==> config.mk <==
export PLATFORM = sky130hd
export DESIGN_NAME = ticf_unit
export DESIGN_NICKNAME = d
export VERILOG_FILES = /design/src/hdl/ticf_pkg.sv /design/src/hdl/ticf_fifo_if.sv /design/src/hdl/ticf_fifo.sv /design/src/hdl/ticf_edge.sv /design/src/hdl/ticf_unit.sv
export SDC_FILE = /design/constraint.sdc
export NUM_CORES = 1
export LEC_CHECK = 0
export BUFFER_PORTS_ARGS = -buffer_cell sky130_fd_sc_hd__buf_2
export CAP_MARGIN = 40
export CORE_ASPECT_RATIO = 0.5
export CORE_UTILIZATION = 61
export DETAILED_ROUTE_END_ITERATION = 10
export PLACE_DENSITY = 0.91
export SLEW_MARGIN = 20
export SYNTH_ARGS = -nofsm -noshare
export SYNTH_HDL_FRONTEND = slang
export SYNTH_SLANG_ARGS = --single-unit
==> constraint.sdc <==
create_clock -name clk -period 6.25 [get_ports clk]
set_input_delay 1.5625 -clock clk [delete_from_list [all_inputs] [get_ports clk]]
set_output_delay 1.5625 -clock clk [all_outputs]
set_load 0.02 [all_outputs]
==> src/hdl/ticf_pkg.sv <==
// ticf_pkg: constants and types of the timed input capture unit
// assumes one state time per clk cycle and AXI4-Lite register access
package ticf_pkg;
    localparam int NUM_PINS      = 4;
    localparam int TIMER_W       = 16;
    localparam int FIFO_DEPTH    = 7;
    localparam int ENTRY_W       = TIMER_W + NUM_PINS;
    localparam int ADDR_W        = 10;
    localparam int FULL_LEVEL    = 6;
    localparam int FOURTH_LEVEL  = 4;
    localparam int CLK_PERIOD_NS = 40;
    localparam int STATE_TIME_NS = 40;
    localparam int TICK_STATES   = 8;
    localparam int TICK_CYCLES   = TICK_STATES * STATE_TIME_NS / CLK_PERIOD_NS;
    localparam int EVERY8_COUNT  = 8;
    // register indices, byte address is four times the index
    localparam logic [7:0] IDX_EDGE_MODE  = 8'h03;
    localparam logic [7:0] IDX_TIME_TAG   = 8'h04;
    localparam logic [7:0] IDX_PIN_STATUS = 8'h06;
    localparam logic [7:0] IDX_TIMER      = 8'h0a;
    localparam logic [7:0] IDX_CTRL_ONE   = 8'h10;
    localparam logic [7:0] IDX_CTRL_TWO   = 8'h11;
    localparam logic [7:0] IDX_STATUS_TWO = 8'h12;
    localparam logic [7:0] IDX_IRQ_MASK   = 8'h13;
    localparam logic [7:0] IDX_MASK_HIGH  = 8'h14;
    localparam logic [7:0] IDX_WINDOW     = 8'h15;
    // per-pin edge modes
    localparam logic [1:0] MODE_EVERY8 = 2'h0;
    localparam logic [1:0] MODE_RISE   = 2'h1;
    localparam logic [1:0] MODE_FALL   = 2'h2;
    localparam logic [1:0] MODE_BOTH   = 2'h3;
    // field positions
    localparam int CTL2_SRC_SEL = 7;
    localparam int CTL2_OUT4_EN = 4;
    localparam int CTL2_OUT5_EN = 6;
    localparam int MASK_AVAIL   = 2;
    localparam int MASKH_FOURTH = 2;
    localparam int MASKH_FULL   = 6;
    localparam int WINDOW_ALT   = 0;
    // all registers reset to zero
    localparam logic [7:0] RST_VALUE = 8'h00;
    localparam logic [1:0] RESP_OKAY   = 2'h0;
    localparam logic [1:0] RESP_SLVERR = 2'h2;
    typedef enum logic [2:0] {
        BUS_IDLE  = 3'b001,
        BUS_WRESP = 3'b010,
        BUS_RRESP = 3'b100
    } ticf_bus_e;
endpackage : ticf_pkg

==> src/hdl/ticf_fifo_if.sv <==
// ticf_fifo_if: push and pop handshakes of the event fifo
// assumes one clock shared by both sides
`timescale 1ns/10ps
interface ticf_fifo_if #(
    parameter int W  = 20,
    parameter int CW = 3
);
    logic          push_valid;
    logic          push_ready;
    logic [W-1:0]  push_data;
    logic          pop_valid;
    logic          pop_ready;
    logic [W-1:0]  pop_data;
    logic [CW-1:0] count;
    modport fill  (output push_valid, push_data, pop_ready,
                   input push_ready, pop_valid, pop_data, count);
    modport store (input push_valid, push_data, pop_ready,
                   output push_ready, pop_valid, pop_data, count);
endinterface : ticf_fifo_if

==> src/hdl/ticf_fifo.sv <==
// ticf_fifo: flip-flop fifo of time-tag entries
// assumes the filler honours push_ready; a push may join a pop when full
`timescale 1ns/10ps
module ticf_fifo
    import ticf_pkg::*;
#(
    parameter int W     = ENTRY_W,
    parameter int DEPTH = FIFO_DEPTH,
    parameter int CW    = 3
)(
    input  wire logic  clk,
    input  wire logic  rst_n,
    ticf_fifo_if.store f
);
    localparam int PW = $clog2(DEPTH);
    typedef struct packed {
        logic [DEPTH-1:0][W-1:0] mem;
        logic [PW-1:0]           wp;
        logic [PW-1:0]           rp;
        logic [CW-1:0]           cnt;
    } ticf_fifo_s;
    ticf_fifo_s s;
    ticf_fifo_s next_s;
    logic       push;
    logic       pop;

    function automatic logic [PW-1:0] bump(input logic [PW-1:0] p);
        return (p == PW'(DEPTH - 1)) ? '0 : p + 1'b1;
    endfunction : bump

    always_comb begin
        f.pop_valid  = (s.cnt != '0);
        f.pop_data   = s.mem[s.rp];
        f.count      = s.cnt;
        pop          = f.pop_valid && f.pop_ready;
        f.push_ready = (s.cnt != CW'(DEPTH)) || pop;
        push         = f.push_valid && f.push_ready;
        next_s       = s;
        if (push) begin
            next_s.mem[s.wp] = f.push_data;
            next_s.wp        = bump(s.wp);
        end
        if (pop) begin
            next_s.rp = bump(s.rp);
        end
        next_s.cnt = s.cnt + CW'(push) - CW'(pop);
    end

    always_ff @(posedge clk or negedge rst_n) begin
        if (!rst_n) begin
            s <= '0;
        end else begin
            s <= next_s;
        end
    end
endmodule : ticf_fifo

==> src/hdl/ticf_edge.sv <==
// ticf_edge: edge selection for one input pin
// assumes level is already sampled once per state time
`timescale 1ns/10ps
module ticf_edge
    import ticf_pkg::*;
(
    input  wire logic       clk,
    input  wire logic       rst_n,
    input  wire logic       level,
    input  wire logic [1:0] mode,
    output logic            event_p
);
    localparam int CNT_W = $clog2(EVERY8_COUNT);
    typedef struct packed {
        logic             prev;
        logic [CNT_W-1:0] cnt;
    } ticf_edge_s;
    ticf_edge_s s;
    ticf_edge_s next_s;
    logic       rise;
    logic       fall;

    always_comb begin
        next_s      = s;
        next_s.prev = level;
        rise        = level && !s.prev;
        fall        = !level && s.prev;
        event_p     = 1'b0;
        case (mode)
            MODE_EVERY8: begin
                // one rising edge counted per state time, event on wrap
                if (rise) begin
                    next_s.cnt = s.cnt + 1'b1;
                    event_p    = (s.cnt == CNT_W'(EVERY8_COUNT - 1));
                end
            end
            MODE_RISE: event_p = rise;
            MODE_FALL: event_p = fall;
            default:   event_p = rise || fall;
        endcase
    end

    always_ff @(posedge clk or negedge rst_n) begin
        if (!rst_n) begin
            s <= '0;
        end else begin
            s <= next_s;
        end
    end
endmodule : ticf_edge

==> src/hdl/ticf_unit.sv <==
// ticf_unit: timed input capture unit with AXI4-Lite registers
// assumes pins synchronous to clk, one clk cycle per state time
//
// The AXI4-Lite register port is this design's own decision.
`timescale 1ns/10ps
module ticf_unit
    import ticf_pkg::*;
#(
    parameter int DEPTH = FIFO_DEPTH
)(
    input  wire logic                clk,
    input  wire logic                rst_n,
    input  wire logic [ADDR_W-1:0]   awaddr,
    input  wire logic                awvalid,
    output logic                     awready,
    input  wire logic [31:0]         wdata,
    input  wire logic [3:0]          wstrb,
    input  wire logic                wvalid,
    output logic                     wready,
    output logic [1:0]               bresp,
    output logic                     bvalid,
    input  wire logic                bready,
    input  wire logic [ADDR_W-1:0]   araddr,
    input  wire logic                arvalid,
    output logic                     arready,
    output logic [31:0]              rdata,
    output logic [1:0]               rresp,
    output logic                     rvalid,
    input  wire logic                rready,
    input  wire logic [NUM_PINS-1:0] pin_in,
    output logic [NUM_PINS-1:0]      pin_out,
    output logic [NUM_PINS-1:0]      pin_oe,
    input  wire logic [1:0]          timed_out_level,
    output logic                     data_available_irq,
    output logic                     fifo_full_irq,
    output logic                     fourth_entry_irq,
    output logic                     pin0_irq
);
    localparam int CW     = $clog2(DEPTH + 1);
    localparam int TICK_W = $clog2(TICK_CYCLES);

    typedef struct packed {
        ticf_bus_e           bus;
        logic [TIMER_W-1:0]  timer;
        logic [TICK_W-1:0]   pre;
        logic [NUM_PINS-1:0] level;
        logic [NUM_PINS-1:0] pend;
        logic [7:0]          mode;
        logic [7:0]          ctl_one;
        logic [7:0]          ctl_two;
        logic [7:0]          mask;
        logic [7:0]          mask_high;
        logic                window;
        logic [5:0]          sts2_low;
        logic                hold_valid;
        logic [TIMER_W-1:0]  hold_time;
        logic [NUM_PINS-1:0] hold_mask;
        logic                prev_full;
        logic                prev_fourth;
        logic [3:0]          irq;
        logic [1:0]          out_level;
        logic [31:0]         rdata;
        logic [1:0]          resp;
    } ticf_state_s;

    ticf_state_s         s;
    ticf_state_s         next_s;
    logic [NUM_PINS-1:0] ev;
    logic [NUM_PINS-1:0] ev_en;
    logic [7:0]          widx;
    logic [7:0]          ridx;
    logic                wr_go;
    logic                rd_go;
    logic                rd_tag;
    logic                tag_wr;
    logic                tick;
    logic                load_ev;
    logic                full;
    logic                fourth;
    logic                full_rise;
    logic [7:0]          sts;

    ticf_fifo_if #(.W(ENTRY_W), .CW(CW)) fq ();

    ticf_fifo #(
        .W     (ENTRY_W),
        .DEPTH (DEPTH),
        .CW    (CW)
    ) u_fifo (
        .clk   (clk),
        .rst_n (rst_n),
        .f     (fq.store)
    );

    for (genvar i = 0; i < NUM_PINS; i++) begin : g_pin
        ticf_edge u_edge (
            .clk     (clk),
            .rst_n   (rst_n),
            .level   (s.level[i]),
            .mode    (s.mode[2*i +: 2]),
            .event_p (ev[i])
        );
    end

    function automatic logic known(input logic [7:0] idx);
        return (idx == IDX_EDGE_MODE) || (idx == IDX_TIME_TAG) ||
               (idx == IDX_PIN_STATUS) || (idx == IDX_TIMER) ||
               (idx == IDX_CTRL_ONE) || (idx == IDX_CTRL_TWO) ||
               (idx == IDX_STATUS_TWO) || (idx == IDX_IRQ_MASK) ||
               (idx == IDX_MASK_HIGH) || (idx == IDX_WINDOW);
    endfunction : known

    function automatic logic [7:0] wr8(input logic [7:0] old,
                                       input logic [7:0] d,
                                       input logic       en);
        return en ? d : old;
    endfunction : wr8

    function automatic logic [31:0] win8(input logic       alt,
                                         input logic [7:0] v);
        return alt ? {24'h0, v} : 32'h0;
    endfunction : win8

    always_comb begin
        wr_go   = (s.bus == BUS_IDLE) && awvalid && wvalid;
        rd_go   = (s.bus == BUS_IDLE) && arvalid && !wr_go;
        widx    = awaddr[ADDR_W-1:2];
        ridx    = araddr[ADDR_W-1:2];
        rd_tag  = rd_go && (ridx == IDX_TIME_TAG);
        tag_wr  = wr_go && s.window && (widx == IDX_TIME_TAG);
        tick    = (s.pre == TICK_W'(TICK_CYCLES - 1));
        ev_en   = ev & s.ctl_one[NUM_PINS-1:0];
        // one entry per tick, pins of the tick merged into it
        fq.push_valid = tick && ((s.pend | ev_en) != '0);
        fq.push_data  = {s.timer, s.pend | ev_en};
        fq.pop_ready  = !s.hold_valid && !tag_wr;
        load_ev   = fq.pop_valid && fq.pop_ready;
        full      = (fq.count >= CW'(FULL_LEVEL));
        fourth    = (fq.count >= CW'(FOURTH_LEVEL));
        full_rise = full && !s.prev_full;
        for (int i = 0; i < NUM_PINS; i++) begin
            sts[2*i]   = s.hold_mask[i];
            sts[2*i+1] = s.level[i];
        end

        next_s           = s;
        next_s.level     = pin_in;
        next_s.out_level = timed_out_level;
        next_s.pre       = tick ? '0 : s.pre + 1'b1;
        if (tick) begin
            next_s.timer = s.timer + 1'b1;
            next_s.pend  = '0;
        end else begin
            next_s.pend  = s.pend | ev_en;
        end
        next_s.prev_full   = full;
        next_s.prev_fourth = fourth;

        // interrupt pulses on rising conditions
        next_s.irq[0] = s.mask[MASK_AVAIL] &&
                        (s.ctl_two[CTL2_SRC_SEL] ? full_rise : load_ev);
        next_s.irq[1] = s.mask_high[MASKH_FULL] && !s.ctl_two[CTL2_SRC_SEL] &&
                        full_rise;
        next_s.irq[2] = s.mask_high[MASKH_FOURTH] && fourth &&
                        !s.prev_fourth;
        next_s.irq[3] = pin_in[0] && !s.level[0];

        if (wr_go) begin
            next_s.bus  = BUS_WRESP;
            next_s.resp = known(widx) ? RESP_OKAY : RESP_SLVERR;
            if (widx == IDX_EDGE_MODE) begin
                next_s.mode = wr8(s.mode, wdata[7:0], wstrb[0]);
            end else if (widx == IDX_TIME_TAG) begin
                if (s.window) begin
                    next_s.hold_time[7:0]  = wr8(s.hold_time[7:0], wdata[7:0], wstrb[0]);
                    next_s.hold_time[15:8] = wr8(s.hold_time[15:8], wdata[15:8], wstrb[1]);
                    next_s.hold_valid      = 1'b1;
                    next_s.hold_mask       = '0;
                end
            end else if (widx == IDX_PIN_STATUS) begin
                if (s.window && wstrb[0]) begin
                    next_s.hold_mask = s.hold_mask |
                        {wdata[6], wdata[4], wdata[2], wdata[0]};
                end
            end else if (widx == IDX_CTRL_ONE) begin
                next_s.ctl_one = wr8(s.ctl_one, wdata[7:0], wstrb[0]);
            end else if (widx == IDX_CTRL_TWO) begin
                next_s.ctl_two = wr8(s.ctl_two, wdata[7:0], wstrb[0]);
            end else if (widx == IDX_STATUS_TWO) begin
                if (s.window && wstrb[0]) begin
                    next_s.sts2_low = s.sts2_low | wdata[5:0];
                end
            end else if (widx == IDX_IRQ_MASK) begin
                next_s.mask = wr8(s.mask, wdata[7:0], wstrb[0]);
            end else if (widx == IDX_MASK_HIGH) begin
                next_s.mask_high = wr8(s.mask_high, wdata[7:0], wstrb[0]);
            end else if (widx == IDX_WINDOW) begin
                if (wstrb[0]) begin
                    next_s.window = wdata[WINDOW_ALT];
                end
            end
        end

        if (rd_go) begin
            next_s.bus   = BUS_RRESP;
            next_s.resp  = known(ridx) ? RESP_OKAY : RESP_SLVERR;
            next_s.rdata = 32'h0;
            if (ridx == IDX_EDGE_MODE) begin
                next_s.rdata = win8(s.window, s.mode);
            end else if (ridx == IDX_TIME_TAG) begin
                next_s.rdata      = {16'h0, s.hold_time};
                next_s.hold_valid = 1'b0;
            end else if (ridx == IDX_PIN_STATUS) begin
                next_s.rdata = {24'h0, sts};
            end else if (ridx == IDX_TIMER) begin
                next_s.rdata = {16'h0, s.timer};
            end else if (ridx == IDX_CTRL_ONE) begin
                next_s.rdata = win8(s.window, s.ctl_one);
            end else if (ridx == IDX_CTRL_TWO) begin
                next_s.rdata = win8(s.window, s.ctl_two);
            end else if (ridx == IDX_STATUS_TWO) begin
                next_s.rdata    = {24'h0, s.hold_valid, full, s.sts2_low};
                next_s.sts2_low = '0;
            end else if (ridx == IDX_IRQ_MASK) begin
                next_s.rdata = {24'h0, s.mask};
            end else if (ridx == IDX_MASK_HIGH) begin
                next_s.rdata = {24'h0, s.mask_high};
            end else if (ridx == IDX_WINDOW) begin
                next_s.rdata = {31'h0, s.window};
            end
        end

        case (s.bus)
            BUS_WRESP: begin
                if (bready) begin
                    next_s.bus = BUS_IDLE;
                end
            end
            BUS_RRESP: begin
                if (rready) begin
                    next_s.bus = BUS_IDLE;
                end
            end
            default: begin
            end
        endcase

        // pop whenever the holding register is empty and no time-tag write is pending, so the next entry is not lost
        if (load_ev) begin
            next_s.hold_valid = 1'b1;
            next_s.hold_time  = fq.pop_data[ENTRY_W-1:NUM_PINS];
            next_s.hold_mask  = fq.pop_data[NUM_PINS-1:0];
        end
    end

    always_ff @(posedge clk or negedge rst_n) begin
        if (!rst_n) begin
            s     <= '0;
            s.bus <= BUS_IDLE;
        end else begin
            s <= next_s;
        end
    end

    assign awready            = wr_go;
    assign wready             = wr_go;
    assign arready            = rd_go;
    assign bvalid             = (s.bus == BUS_WRESP);
    assign rvalid             = (s.bus == BUS_RRESP);
    assign bresp              = s.resp;
    assign rresp              = s.resp;
    assign rdata              = s.rdata;
    assign data_available_irq = s.irq[0];
    assign fifo_full_irq      = s.irq[1];
    assign fourth_entry_irq   = s.irq[2];
    assign pin0_irq           = s.irq[3];
    // pins two and three turn into timed outputs
    assign pin_out = {s.out_level, 2'b00};
    assign pin_oe  = {s.ctl_two[CTL2_OUT5_EN], s.ctl_two[CTL2_OUT4_EN], 2'b00};
endmodule : ticf_unit

==> flow_summary.json <==
{
  "drive_gt1_share_pct": 29.1,
  "setup_viol": 0,
  "crit_slowest_cell": "a21o_1",
  "ctsRootBufferMaster": "clkbuf_16",
  "setup-tns-final_ns": 0,
  "relSlewSlack_pct": 42.7,
  "yosysSeqAreaShare_pct": 51.9,
  "wl_met1_um": 14200,
  "dp.final_hpwl_um": 23000,
  "grt_first_pass_wirelength_um": 58600,
  "reg2reg_to": "u_fifo.s[86]$_DFFE_PN0P_",
  "clkTransAtPathRegs_ns": 0.07,
  "cpMostUsedCell": "buf_2",
  "tritoncts": "done",
  "synth_cells": 1183,
  "chipHeight_um": 109,
  "hold_viol_final": 0,
  "numPortBuffers": 77,
  "ir_worst_vdd_v": 0.000172,
  "hp-start": "s[40]$_DFF_PN0_",
  "cts_hold_buffers": 0,
  "grt_max_degree": 130,
  "rows": 38,
  "core_um2": 22000,
  "post_cts_buffers": 0,
  "worstRegToRegCells": 10,
  "crit_fanout": 11,
  "synth-xor-area-share_pct": 1.32,
  "synth_compound_area_share_pct": 10.4,
  "first_global_vias": 10613,
  "num_antenna_cells": 0,
  "stdcell_count": 1529,
  "hold_path_class": "register to register",
  "drt-total-wl_um": 37900,
  "area_delta_synth_final_pct": 11.3,
  "cp-start-kind": "input port",
  "wl_met3_um": 4040,
  "wl_per_cell_um": 24.8,
  "ys_types": 64,
  "dieArea_um2": 23400,
  "io_pins": 122,
  "synth_area_um2": 13900,
  "rsz0062_at_grt": "false",
  "avgSynthCellArea_um2": 11.7,
  "path_cells": "buf_2, nand3_1, a21o_1, buf_8, inv_1, buf_2",
  "drtAntennaViolNets": 0,
  "outcome": "completed",
  "grtUsageTotal_pct": 32.7,
  "whs_endpoint": "fourth_entry_irq$_DFF_PN0_",
  "hold_slack_ns": 0.419,
  "synthMuxAreaShare_pct": 18.9,
  "synth_fa_ha_area_share_pct": 2.22,
  "final.setup_skew_ns": 0.0141,
  "leakage_nw": 7.06,
  "clock_insertion_delay_worst_skew_ns": 0.53,
  "die_w_um": 215,
  "dr.pass1.iters": 6,
  "fmax_mhz": 232,
  "cp.arrival_ns": 2.74,
  "drt-initial-drc-count": 1299,
  "overflow": 0,
  "synthArstFlopShare_pct": 100,
  "cts_buffers": 25,
  "crit_type": "input port to primary output",
  "ys_warn_count": 0,
  "ys.flop_type": "dfrtp_1",
  "holdPathStages": 1,
  "drcViolationCount": 0,
  "slew_violations": 0,
  "antenna_found_initial": 0,
  "cts_sinks": 288,
  "synth_top_family_by_area": "multiplexers",
  "ys_ff_latch": 288,
  "worst_pin_slew_ns": 0.855,
  "placedCellCount": 1481,
  "max-cap-violations": 0,
  "vias": 10415,
  "slowest_delay_ns": 0.45,
  "synth-simple-area-share_pct": 9.80,
  "routed.top_layer": "met4",
  "rrSetupSlack_ns": 2.53,
  "period_share_pct": 68.9,
  "powerDensity_nw_per_um2": 249,
  "post_cts_resized": 0,
  "ctsLongestPathBuffers": 3,
  "nets": 1304,
  "required_ns": 4.69,
  "endpoint_kind": "primary output",
  "gp_congestion": 0.918,
  "synth_enable_flop_cells": 0,
  "fin_crit_ns": 4.30,
  "r2r-start": "g_pin[3].u_edge.s[0]$_DFFE_PN0P_",
  "start_util_pct": 63.1,
  "dr_wl_met2_um": 17900,
  "vias_per_cell": 6.81,
  "fill_cells": 1332,
  "htreeDepth": 1
}
where the power goes:
group          internal, mW  switching [mW]
sequential             1.91          0.0304
clock                 0.991           0.706
combinational        0.0797           0.129
cells in the mapped netlist, types with 4 or more instances:
cell	number	area, um^2
o21ai_0	33	165
a221oi_1	19	166
nor3_1	17	85.1
buf_4	47	353
nor2b_1	8	50.1
mux2_2	162	1820
nor3b_1	12	90.1
nor2_1	110	413
buf_1	9	33.8
nand4_1	10	62.6
a41oi_1	5	43.8
xor2_1	9	78.8
nand3b_1	4	30.0
mux2i_1	32	320
ha_1	23	288
nor4_1	5	31.3
inv_1	24	90.1
a221o_1	19	190
o211ai_1	15	113
a21oi_1	71	355
mux4_2	20	450
a31oi_1	4	25.0
nand3_1	17	85.1
nand2b_1	11	68.8
o22a_1	4	35.0
xnor2_1	12	105
buf_2	21	105
and2_1	4	25.0
clkbuf_1	48	180
dfrtp_1	287	7180
nand2_1	54	203
a211oi_1	16	120
worst max-delay path by stage:
stage,start,endpoint,slack (ns),cells past startpoint
after floorplan,awaddr[2],u_fifo.f.count[2]$_DFF_PN0_,2.04,13
after global placement,awaddr[4],u_fifo.s[87]$_DFFE_PN0P_,1.76,7
after detailed placement,awaddr[4],u_fifo.s[86]$_DFFE_PN0P_,1.62,7
after CTS,arvalid,arready,1.76,5
after global routing,awaddr[4],u_fifo.s[79]$_DFFE_PN0P_,1.85,7
final,arvalid,arready,1.95,6
worst max-delay path: cells and delay by family:
kind | cells | cell delay [ns]
buf+inv | 4 | 0.61
compound gates | 1 | 0.45
simple gates | 1 | 0.10
placed cells by master, fill, tap and decap left out, types with 6 or more instances in the layout:
| cell | n |
|---|---|
| a211oi_1 | 16 |
| a21oi_1 | 71 |
| a221o_1 | 19 |
| a221oi_1 | 19 |
| a41oi_4 | 6 |
| buf_16 | 6 |
| buf_2 | 79 |
| buf_4 | 14 |
| clkbuf_16 | 25 |
| conb_1 | 22 |
| dfrtp_1 | 284 |
| ha_1 | 23 |
| inv_1 | 24 |
| mux2_2 | 162 |
| mux2i_1 | 32 |
| mux4_2 | 20 |
| nand2_1 | 54 |
| nand2b_1 | 11 |
| nand3_1 | 17 |
| nand4_1 | 10 |
| nor2_1 | 110 |
| nor2b_1 | 7 |
| nor3_1 | 15 |
| nor3b_1 | 12 |
| o211ai_1 | 15 |
| o21ai_0 | 33 |
| xnor2_1 | 12 |
| xor2_1 | 9 |
kinds of logic (layout without fill, tap and decap cells):
logic type,after synthesis,in the layout
xor gates and xnor gates,21,21
AOI/OAI and AO/OA,210,210
muxes,216,216
DFF,288,288
adders and majority gates,24,24
other,1,22
buffers and inverters,149,174
and+or+nand+nor,274,274
registers in the layout, indices dropped and copies added, names as in the netlist, 2 cells and up:
| register | cells |
|---|---|
| pin_out | 2 |
| u_fifo.s | 146 |
| fq.push_data | 16 |
| rdata | 16 |
| g_pin.u_edge.s | 16 |
| s | 82 |
| pin_oe | 2 |
| u_fifo.f.count | 3 |
final cells by class:
class / count / area [um^2] / area share (%)
Clock inverter: 11 / 183 / 1.18
Timing Repair Buffer: 105 / 761 / 4.92
Tap cell: 300 / 375 / 2.43
Sequential cell: 288 / 7210 / 46.7
Multi-Input combinational cell: 767 / 6130 / 39.7
Clock buffer: 34 / 699 / 4.53
Inverter: 24 / 90.1 / 0.583
per-stage QoR:
step | power [mW] | cell area, um^2 | setup slack (ns) | utilization (%)
3_5_place_dp | 2.17 | 14500 | 1.62 | 65.8
3_3_place_gp | 2.15 | 14300 | 1.76 | 65.0
2_1_floorplan | 2.08 | 14000 | 2.04 | -
6_report | 3.84 | 15400 | 1.95 | 70.2
5_1_grt | 3.95 | 15400 | 1.85 | 70.2
4_1_cts | 3.85 | 15400 | 1.76 | 69.9
per-layer routing:
metal / track usage [%] / vias to the layer above
met3: 7.00 / 186
met1: 41.7 / 5203
li1: - / 4255
met4: 16.3 / 0
met5: 0 / -
met2: 53.9 / 771
(Power assumes the default switching activity.)
